File: config.mk
export PLATFORM = sky130hd
export DESIGN_NAME = rfs_fault_status
export DESIGN_NICKNAME = d
export VERILOG_FILES = /design/src/rfs_pkg.sv /design/src/rfs_fault_status.sv
export SDC_FILE = /design/constraint.sdc
export NUM_CORES = 1
export LEC_CHECK = 0
export BUFFER_PORTS_ARGS = -buffer_cell sky130_fd_sc_hd__buf_2
export CAP_MARGIN = 20
export CORE_MARGIN = 2
export CORE_UTILIZATION = 25
export CTS_CLUSTER_DIAMETER = 150
export DETAILED_ROUTE_END_ITERATION = 8
export PLACE_DENSITY = 0.52
export SLEW_MARGIN = 30
export SYNTH_ARGS = -nofsm -noshare
export SYNTH_HDL_FRONTEND = slang
export SYNTH_SLANG_ARGS = --single-unit
File: constraint.sdc
create_clock -name aclk -period 4.9 [get_ports aclk]
set_clock_uncertainty 0.2 [all_clocks]
set_input_delay 0.98 -clock aclk [delete_from_list [all_inputs] [get_ports aclk]]
set_output_delay 0.98 -clock aclk [all_outputs]
set_load 0.05 [all_outputs]
File: src/rfs_pkg.sv
// Purpose: shared constants for the remap fault status register block
// Assumes: 32-bit axi4-lite register space, one aligned word per register
// Notes:   offsets are byte addresses
package rfs_pkg;
    localparam logic [11:0] FSTS_OFFSET    = 12'h034;
    localparam logic [11:0] FECTL_OFFSET   = 12'h038;
    localparam logic [11:0] FSUPP_OFFSET   = 12'h03c; // feature readback
    localparam int          ADDR_W         = 12;
    localparam int          BIT_PFO        = 0;
    localparam int          BIT_PPF        = 1;
    localparam int          BIT_AFO        = 2;
    localparam int          BIT_APF        = 3;
    localparam int          BIT_IQE        = 4;
    localparam int          BIT_ICE        = 5;
    localparam int          BIT_ITE        = 6;
    localparam int          FRI_LSB        = 8;
    localparam int          FRI_W          = 8;
    localparam int          BIT_MASK       = 31;
    localparam int          BIT_PEND       = 30;
    localparam logic [31:0] FSTS_RESET     = 32'h0000_0000;
    localparam logic        MASK_RESET     = 1'b1;
    localparam logic [1:0]  RESP_OKAY      = 2'b00;
    localparam logic [1:0]  RESP_SLVERR    = 2'b10;
endpackage : rfs_pkg

File: src/rfs_fault_status.sv
// Purpose: fault status register with event request and axi4-lite slave
// Assumes: fault inputs are synchronous to aclk; record flags are levels, the others one-cycle pulses
// Notes:   event control register kept here only for its mask and pending bits
// Notes on behaviour
// - status register sits at byte offset 034h
// - pointer meaningful only while primary pending set
// - pointer holds index of first pending record
// - bit 7 and bits 31:16 read zero
// - timeout sets bit 6, requests event
// - no device caches: bits 6,5 read zero
// - bad completion sets bit 5
// - queue fetch or descriptor error sets bit 4
// - no queued invalidation: bit 4 reads zero
// - first advanced record sets bit 3, event
// - advanced log overflow sets bit 2, event
// - write one clears bits 3,2; zero keeps
// - no advanced logging: bits 3,2 read zero
// - primary pending is OR of record flags
// - pending rise updates pointer and requests event
// - record overflow sets bit 0, write-one clears
// - overflow set blocks new fault recording
// - event message only while mask bit zero
`timescale 1ns/1ns
module rfs_fault_status
    import rfs_pkg::*;
#(
    parameter int NUM_REC     = 8,
    parameter bit HAS_DEVTLB  = 1'b1,
    parameter bit HAS_QINV    = 1'b1,
    parameter bit HAS_ADVLOG  = 1'b1
)
(
    input  wire logic                     aclk,
    input  wire logic                     aresetn,
    input  wire logic [rfs_pkg::ADDR_W-1:0] s_axi_awaddr,
    input  wire logic                     s_axi_awvalid,
    output logic                          s_axi_awready,
    input  wire logic [31:0]              s_axi_wdata,
    input  wire logic [3:0]               s_axi_wstrb,
    input  wire logic                     s_axi_wvalid,
    output logic                          s_axi_wready,
    output logic [1:0]                    s_axi_bresp,
    output logic                          s_axi_bvalid,
    input  wire logic                     s_axi_bready,
    input  wire logic [rfs_pkg::ADDR_W-1:0] s_axi_araddr,
    input  wire logic                     s_axi_arvalid,
    output logic                          s_axi_arready,
    output logic [31:0]                   s_axi_rdata,
    output logic [1:0]                    s_axi_rresp,
    output logic                          s_axi_rvalid,
    input  wire logic                     s_axi_rready,
    input  wire logic [NUM_REC-1:0]       rec_fault,
    input  wire logic                     rec_overflow,
    input  wire logic                     adv_first_rec,
    input  wire logic                     adv_overflow,
    input  wire logic                     inval_queue_err,
    input  wire logic                     inval_compl_err,
    input  wire logic                     inval_timeout,
    output logic                          record_enable,
    output logic                          fault_msg
);
    import rfs_pkg::*;

    // elaboration guard: the pointer field indexes at most 256 records
    if (NUM_REC < 1 || NUM_REC > 256)
    begin : g_bad_num_rec
        $error("NUM_REC must be 1..256");
    end

    // status and control storage
    logic [7:0]         first_record_pointer_reg;
    logic               primary_pending_flag_reg;
    logic               primary_overflow_flag_reg;
    logic               advanced_pending_flag_reg;
    logic               advanced_overflow_flag_reg;
    logic               inval_queue_error_reg;
    logic               inval_completion_error_reg;
    logic               inval_timeout_error_reg;
    logic               event_mask_bit_reg;
    logic               event_pending_reg;
    logic [FRI_W-1:0]   first_idx;
    logic               any_fault;
    logic               ppf_rise;
    logic               ev_req;

    // axi write side
    logic               aw_have_reg;
    logic               w_have_reg;
    logic [ADDR_W-1:0]  awaddr_reg;
    logic [31:0]        wdata_reg;
    logic [3:0]         wstrb_reg;
    logic               wr_go;
    logic               wr_fsts;
    logic               wr_fectl;
    logic [31:0]        w1c;

    assign wr_go    = aw_have_reg && w_have_reg && !s_axi_bvalid;
    assign wr_fsts  = wr_go && (awaddr_reg[ADDR_W-1:2] ==
                      FSTS_OFFSET[ADDR_W-1:2]);
    assign wr_fectl = wr_go && (awaddr_reg[ADDR_W-1:2] ==
                      FECTL_OFFSET[ADDR_W-1:2]);
    // only byte lane 0 holds writable status bits
    assign w1c      = (wr_fsts && wstrb_reg[0]) ? wdata_reg : 32'h0;

    // pick lowest flagged record as first pending index
    always_comb
    begin
        first_idx = '0;
        for (int i = NUM_REC - 1; i >= 0; i--)
            if (rec_fault[i])
                first_idx = FRI_W'(i);
    end
    assign any_fault = |rec_fault;
    assign ppf_rise  = any_fault && !primary_pending_flag_reg;

    // capture channels; each ready drops once its item is held
    always_ff @(posedge aclk)
    begin
        if (!aresetn)
        begin
            aw_have_reg <= 1'b0;
            w_have_reg  <= 1'b0;
            awaddr_reg  <= '0;
            wdata_reg   <= 32'h0;
            wstrb_reg   <= 4'h0;
        end
        else
        begin
            if (s_axi_awvalid && s_axi_awready)
            begin
                aw_have_reg <= 1'b1;
                awaddr_reg  <= s_axi_awaddr;
            end
            else if (wr_go)
                aw_have_reg <= 1'b0;
            if (s_axi_wvalid && s_axi_wready)
            begin
                w_have_reg <= 1'b1;
                wdata_reg  <= s_axi_wdata;
                wstrb_reg  <= s_axi_wstrb;
            end
            else if (wr_go)
                w_have_reg <= 1'b0;
        end
    end

    // readies as registers so outputs come from flops
    always_ff @(posedge aclk)
    begin
        if (!aresetn)
        begin
            s_axi_awready <= 1'b0;
            s_axi_wready  <= 1'b0;
        end
        else
        begin
            s_axi_awready <= !aw_have_reg && !(s_axi_awvalid && s_axi_awready)
                             && !s_axi_bvalid;
            s_axi_wready  <= !w_have_reg && !(s_axi_wvalid && s_axi_wready)
                             && !s_axi_bvalid;
        end
    end

    // write response; unmapped addresses answer slverr
    always_ff @(posedge aclk)
    begin
        if (!aresetn)
        begin
            s_axi_bvalid <= 1'b0;
            s_axi_bresp  <= RESP_OKAY;
        end
        else if (wr_go)
        begin
            s_axi_bvalid <= 1'b1;
            s_axi_bresp  <= (wr_fsts || wr_fectl ||
                             awaddr_reg[ADDR_W-1:2] == FSUPP_OFFSET[ADDR_W-1:2])
                            ? RESP_OKAY : RESP_SLVERR;
        end
        else if (s_axi_bready)
            s_axi_bvalid <= 1'b0;
    end

    // primary pending follows the record flags; pointer latched on rise
    always_ff @(posedge aclk)
    begin
        if (!aresetn)
        begin
            primary_pending_flag_reg <= FSTS_RESET[BIT_PPF];
            first_record_pointer_reg <= FSTS_RESET[FRI_LSB +: FRI_W];
        end
        else
        begin
            primary_pending_flag_reg <= any_fault;
            if (ppf_rise)
                first_record_pointer_reg <= first_idx;
        end
    end

    // sticky flags; set beats a same-cycle write-one clear
    always_ff @(posedge aclk)
    begin
        if (!aresetn)
        begin
            primary_overflow_flag_reg  <= FSTS_RESET[BIT_PFO];
            advanced_pending_flag_reg  <= FSTS_RESET[BIT_APF];
            advanced_overflow_flag_reg <= FSTS_RESET[BIT_AFO];
            inval_queue_error_reg      <= FSTS_RESET[BIT_IQE];
            inval_completion_error_reg <= FSTS_RESET[BIT_ICE];
            inval_timeout_error_reg    <= FSTS_RESET[BIT_ITE];
        end
        else
        begin
            primary_overflow_flag_reg <= rec_overflow ||
                (primary_overflow_flag_reg && !w1c[BIT_PFO]);
            advanced_pending_flag_reg <= HAS_ADVLOG && (adv_first_rec ||
                (advanced_pending_flag_reg && !w1c[BIT_APF]));
            advanced_overflow_flag_reg <= HAS_ADVLOG && (adv_overflow ||
                (advanced_overflow_flag_reg && !w1c[BIT_AFO]));
            inval_queue_error_reg <= HAS_QINV && (inval_queue_err ||
                (inval_queue_error_reg && !w1c[BIT_IQE]));
            inval_completion_error_reg <= HAS_DEVTLB && (inval_compl_err ||
                (inval_completion_error_reg && !w1c[BIT_ICE]));
            inval_timeout_error_reg <= HAS_DEVTLB && (inval_timeout ||
                (inval_timeout_error_reg && !w1c[BIT_ITE]));
        end
    end

    // recording gated off while primary overflow is held
    always_ff @(posedge aclk)
    begin
        if (!aresetn)
            record_enable <= 1'b1;
        else
            record_enable <= !(rec_overflow ||
                (primary_overflow_flag_reg && !w1c[BIT_PFO]));
    end

    // new event: a flag rising from clear
    assign ev_req = ppf_rise
        || (rec_overflow && !primary_overflow_flag_reg)
        || (HAS_ADVLOG && adv_first_rec && !advanced_pending_flag_reg)
        || (HAS_ADVLOG && adv_overflow && !advanced_overflow_flag_reg)
        || (HAS_QINV && inval_queue_err && !inval_queue_error_reg)
        || (HAS_DEVTLB && inval_compl_err && !inval_completion_error_reg)
        || (HAS_DEVTLB && inval_timeout && !inval_timeout_error_reg);

    // mask resets set; a masked event waits as pending until unmasked
    always_ff @(posedge aclk)
    begin
        if (!aresetn)
        begin
            event_mask_bit_reg <= MASK_RESET;
            event_pending_reg  <= 1'b0;
            fault_msg          <= 1'b0;
        end
        else
        begin
            if (wr_fectl && wstrb_reg[3])
                event_mask_bit_reg <= wdata_reg[BIT_MASK];
            fault_msg         <= (ev_req || event_pending_reg) &&
                                 !event_mask_bit_reg;
            event_pending_reg <= (ev_req || event_pending_reg) &&
                                 event_mask_bit_reg;
        end
    end

    // read path; single cycle, held until rready
    logic [31:0] rd_val;
    always_comb
    begin
        rd_val = 32'h0;
        if (s_axi_araddr[ADDR_W-1:2] == FSTS_OFFSET[ADDR_W-1:2])
        begin
            rd_val[FRI_LSB +: FRI_W] = first_record_pointer_reg;
            rd_val[BIT_PPF] = primary_pending_flag_reg;
            rd_val[BIT_PFO] = primary_overflow_flag_reg;
            rd_val[BIT_APF] = advanced_pending_flag_reg;
            rd_val[BIT_AFO] = advanced_overflow_flag_reg;
            rd_val[BIT_IQE] = inval_queue_error_reg;
            rd_val[BIT_ICE] = inval_completion_error_reg;
            rd_val[BIT_ITE] = inval_timeout_error_reg;
        end
        else if (s_axi_araddr[ADDR_W-1:2] == FECTL_OFFSET[ADDR_W-1:2])
        begin
            rd_val[BIT_MASK] = event_mask_bit_reg;
            rd_val[BIT_PEND] = event_pending_reg;
        end
        else if (s_axi_araddr[ADDR_W-1:2] == FSUPP_OFFSET[ADDR_W-1:2])
            rd_val[2:0] = {HAS_ADVLOG, HAS_QINV, HAS_DEVTLB};
    end

    always_ff @(posedge aclk)
    begin
        if (!aresetn)
        begin
            s_axi_arready <= 1'b0;
            s_axi_rvalid  <= 1'b0;
            s_axi_rdata   <= 32'h0;
            s_axi_rresp   <= RESP_OKAY;
        end
        else
        begin
            s_axi_arready <= !s_axi_rvalid && !(s_axi_arvalid && s_axi_arready);
            if (s_axi_arvalid && s_axi_arready)
            begin
                s_axi_rvalid <= 1'b1;
                s_axi_rdata  <= rd_val;
                s_axi_rresp  <=
                    (s_axi_araddr[ADDR_W-1:2] == FSTS_OFFSET[ADDR_W-1:2] ||
                     s_axi_araddr[ADDR_W-1:2] == FECTL_OFFSET[ADDR_W-1:2] ||
                     s_axi_araddr[ADDR_W-1:2] == FSUPP_OFFSET[ADDR_W-1:2])
                    ? RESP_OKAY : RESP_SLVERR;
            end
            else if (s_axi_rready)
                s_axi_rvalid <= 1'b0;
        end
    end
endmodule : rfs_fault_status

==> metrics.cfg <==
[status]
run_status=finished clean

[pwr]
comb_power_share_pct=15.0
swShare_pct=29.7
peakVddDrop_mv=0.140
total_power_w=0.000867
p_switching_w=0.000257
power.share.sequential_pct=54.2
p_int_w=0.000610
power_density_mw_per_mm2=322
power_leakage_nw=1.17
pwr-share-clk_pct=30.7

[worst_setup_path]
critical_path_peak_fanout=31
path_cells=buf_2 -> inv_1 -> buf_4 -> a21oi_1 -> a22o_2
cp_top_family=compound AO/OA/AOI/OAI gates
worstPathBufferInverterCount=3
cp_data_required_time_ps=4960
arrival_ps=2540
crit_path_top_delay_cell=a21oi_1
critPathMaxStageDelay_ps=720
crit_path_end_kind=flip-flop
worst-setup-path-type=input port to flip-flop
setup.worst_path.start_class=input port

[timing]
timing.fmax_mhz=402
relSlewSlack_pct=40.9
hold_violations=0
grt_setup_unrepaired=false
slew_viol_final=0
fin_crit_sh_pct=50.7
tightest_slew_ps=887
setup_viol=0
period_needed_ps=2480
tns_ps=0

[yosys]
muxShareOfSynthArea_pct=0.451
ys.flop_type=dfxtp_1
synth-xor-area-share_pct=0
synth_cells=255
yosys.area_share.simple_pct=21.1
ys_ff_latch=54
synthAdderAreaFrac_pct=0
ys_types=39
ys_async_sr_fraction_pct=0
yosys_warnings=0
synth_top_family_by_area=simple AND/OR/NAND/NOR gates
yosysSeqAreaShare_pct=48.7
netlist_area_mm2=0.00222
synth_enable_flop_cells=0
synth_compound_area_share_pct=19.0
syn_avg_cell_area_um2=8.71

[floorplanning]
die_area_mm2=0.00965
num_io_pins=124
start_util_pct=25.6
rows=34
core_mm2=0.00868
fp.dieH_um=98.3
die_w_um=98.3

[min_path]
hp-class=flip-flop to flip-flop

[clocking]
cts-root-buf=clkbuf_8
cts-buffers-inserted=5
cts.repair.resized=0
clkSlewWorstSetupHoldPaths_ps=100
insertion_delay_ps=310
cts.sinks=54
cts_tree=yes
cts.repair_timing.setup_buffer_count=0
cts_max_level=2
clockBufferDepth=2
cts_hold_buf=0

[route]
firstDrtPassIters=4
finalWirelength_um=5070
avgViaCountPerCell=4.27
vias=1845
wl_per_cell_um=11.7
drc_errors=0
drt_iter0_drc=39
ant_nets=0

[global_route]
busiest_layer=met2
track_usage_pct=10.5
grtUsageMet2_pct=18.1
grt_pass1_vias=1800
grt_pass1_wl_um=8240
grt_max_degree=32
antenna_found_initial=0
gr-usage-met1_pct=13.0
gr-usage-met3_pct=2.72
overflow=0

[layout]
area_growth_pct=21.1
largest_reg_flops=12
fillers=963
drive_gt1_share_pct=28.1
seq_area_mm2=0.00108
finalNetCount=404
fin_util_pct=31.0
diodes=0
multiInputGateArea_um2=982
fin_area_mm2=0.00269

[place]
numPortBuffers=70
place.gp.congestion=0.716
detailed_place.area_mm2=0.00259
detailed_place_hpwl_um=3960

[run]
cap_violations=0

-- per-stage QoR --
step / setup WS (ps) / cells / hold slack, ps
6_report: 2420 / 432 / 254
5_1_grt: 2250 / 432 / 282
4_1_cts: 2360 / 432 / 257
3_5_place_dp: 2030 / 424 / 243
3_3_place_gp: 2010 / 424 / 232
2_1_floorplan: 2510 / 276 / 215
-- metal layers --
layer	up-vias	share of wire [%]
met5	-	0
met4	0	1.0
met3	9	5.3
li1	967	-
met2	50	48
met1	819	45
-- cell families after synthesis --
group | Yosys count
buffers and inverters | 40
multiplexers | 1
flip-flops | 54
AND/OR/NAND/NOR | 93
AO/OA/AOI/OAI | 66
other | 1
-- power groups by stage --
stage	Sequential, W	Combinational (W)	Clock (W)
after floorplan	0.000493	0.0000919	0
after global routing	0.000474	0.000143	0.000297
after global placement	0.000480	0.000130	0
final	0.000470	0.000130	0.000266
after detailed placement	0.000481	0.000132	0
after CTS	0.000471	0.000132	0.000281
-- final cells by class --
cell class	instances	area share, %
clock buffers	6	3.07
clock inverters	2	0.605
multi-input cells	182	36.5
repair buffers	71	13.3
inverters	9	1.26
well taps	108	5.03
flip-flops and latches	54	40.2
-- worst paths after layout --
| check | start | endpoint | slack, ps | cells past startpoint |
|---|---|---|---|---|
| hold reg to reg | s_axi_rvalid | s_axi_arready | 250 | 1 |
| setup / recovery | aresetn | s_axi_rdata[10] | 2420 | 5 |
| hold / removal | s_axi_rvalid | s_axi_arready | 250 | 1 |
| setup reg to reg | awaddr_reg[9] | record_enable | 3090 | 4 |
-- cells in the mapped netlist, types with 2 or more instances --
master	n	area, um^2
dfxtp_1	54	1080
nand2_1	47	176
a21oi_1	29	145
buf_4	23	173
nor2_1	15	56.3
o21ai_0	11	55.1
inv_1	9	33.8
clkbuf_1	8	30.0
a22o_2	6	60.1
a31oi_1	6	37.5
nand2b_1	6	37.5
nor3_1	5	25.0
nor2b_1	4	25.0
nor4_1	3	18.8
a22o_1	2	17.5
and2_1	2	12.5
nor4_4	2	42.5
o21a_1	2	15.0
-- worst register-to-register path, cell delays in order (launching register included) --
cell	delay, ps
dfxtp_1	320
nor4b_1	370
nand2_1	190
nor4_4	470
a31o_2	220
-- cells in the final DEF (no fill, tap or decap), types with 3 or more instances in the layout --
cell	instances
buf_2	70
dfxtp_1	54
nand2_1	47
a21oi_1	29
conb_1	22
nor2_1	15
o21ai_0	11
inv_1	9
nand2b_1	6
a31oi_1	6
a22o_2	6
clkbuf_8	6
nor3_1	5
nor2b_1	4
nor4_1	3
(Power assumes the default switching activity.)
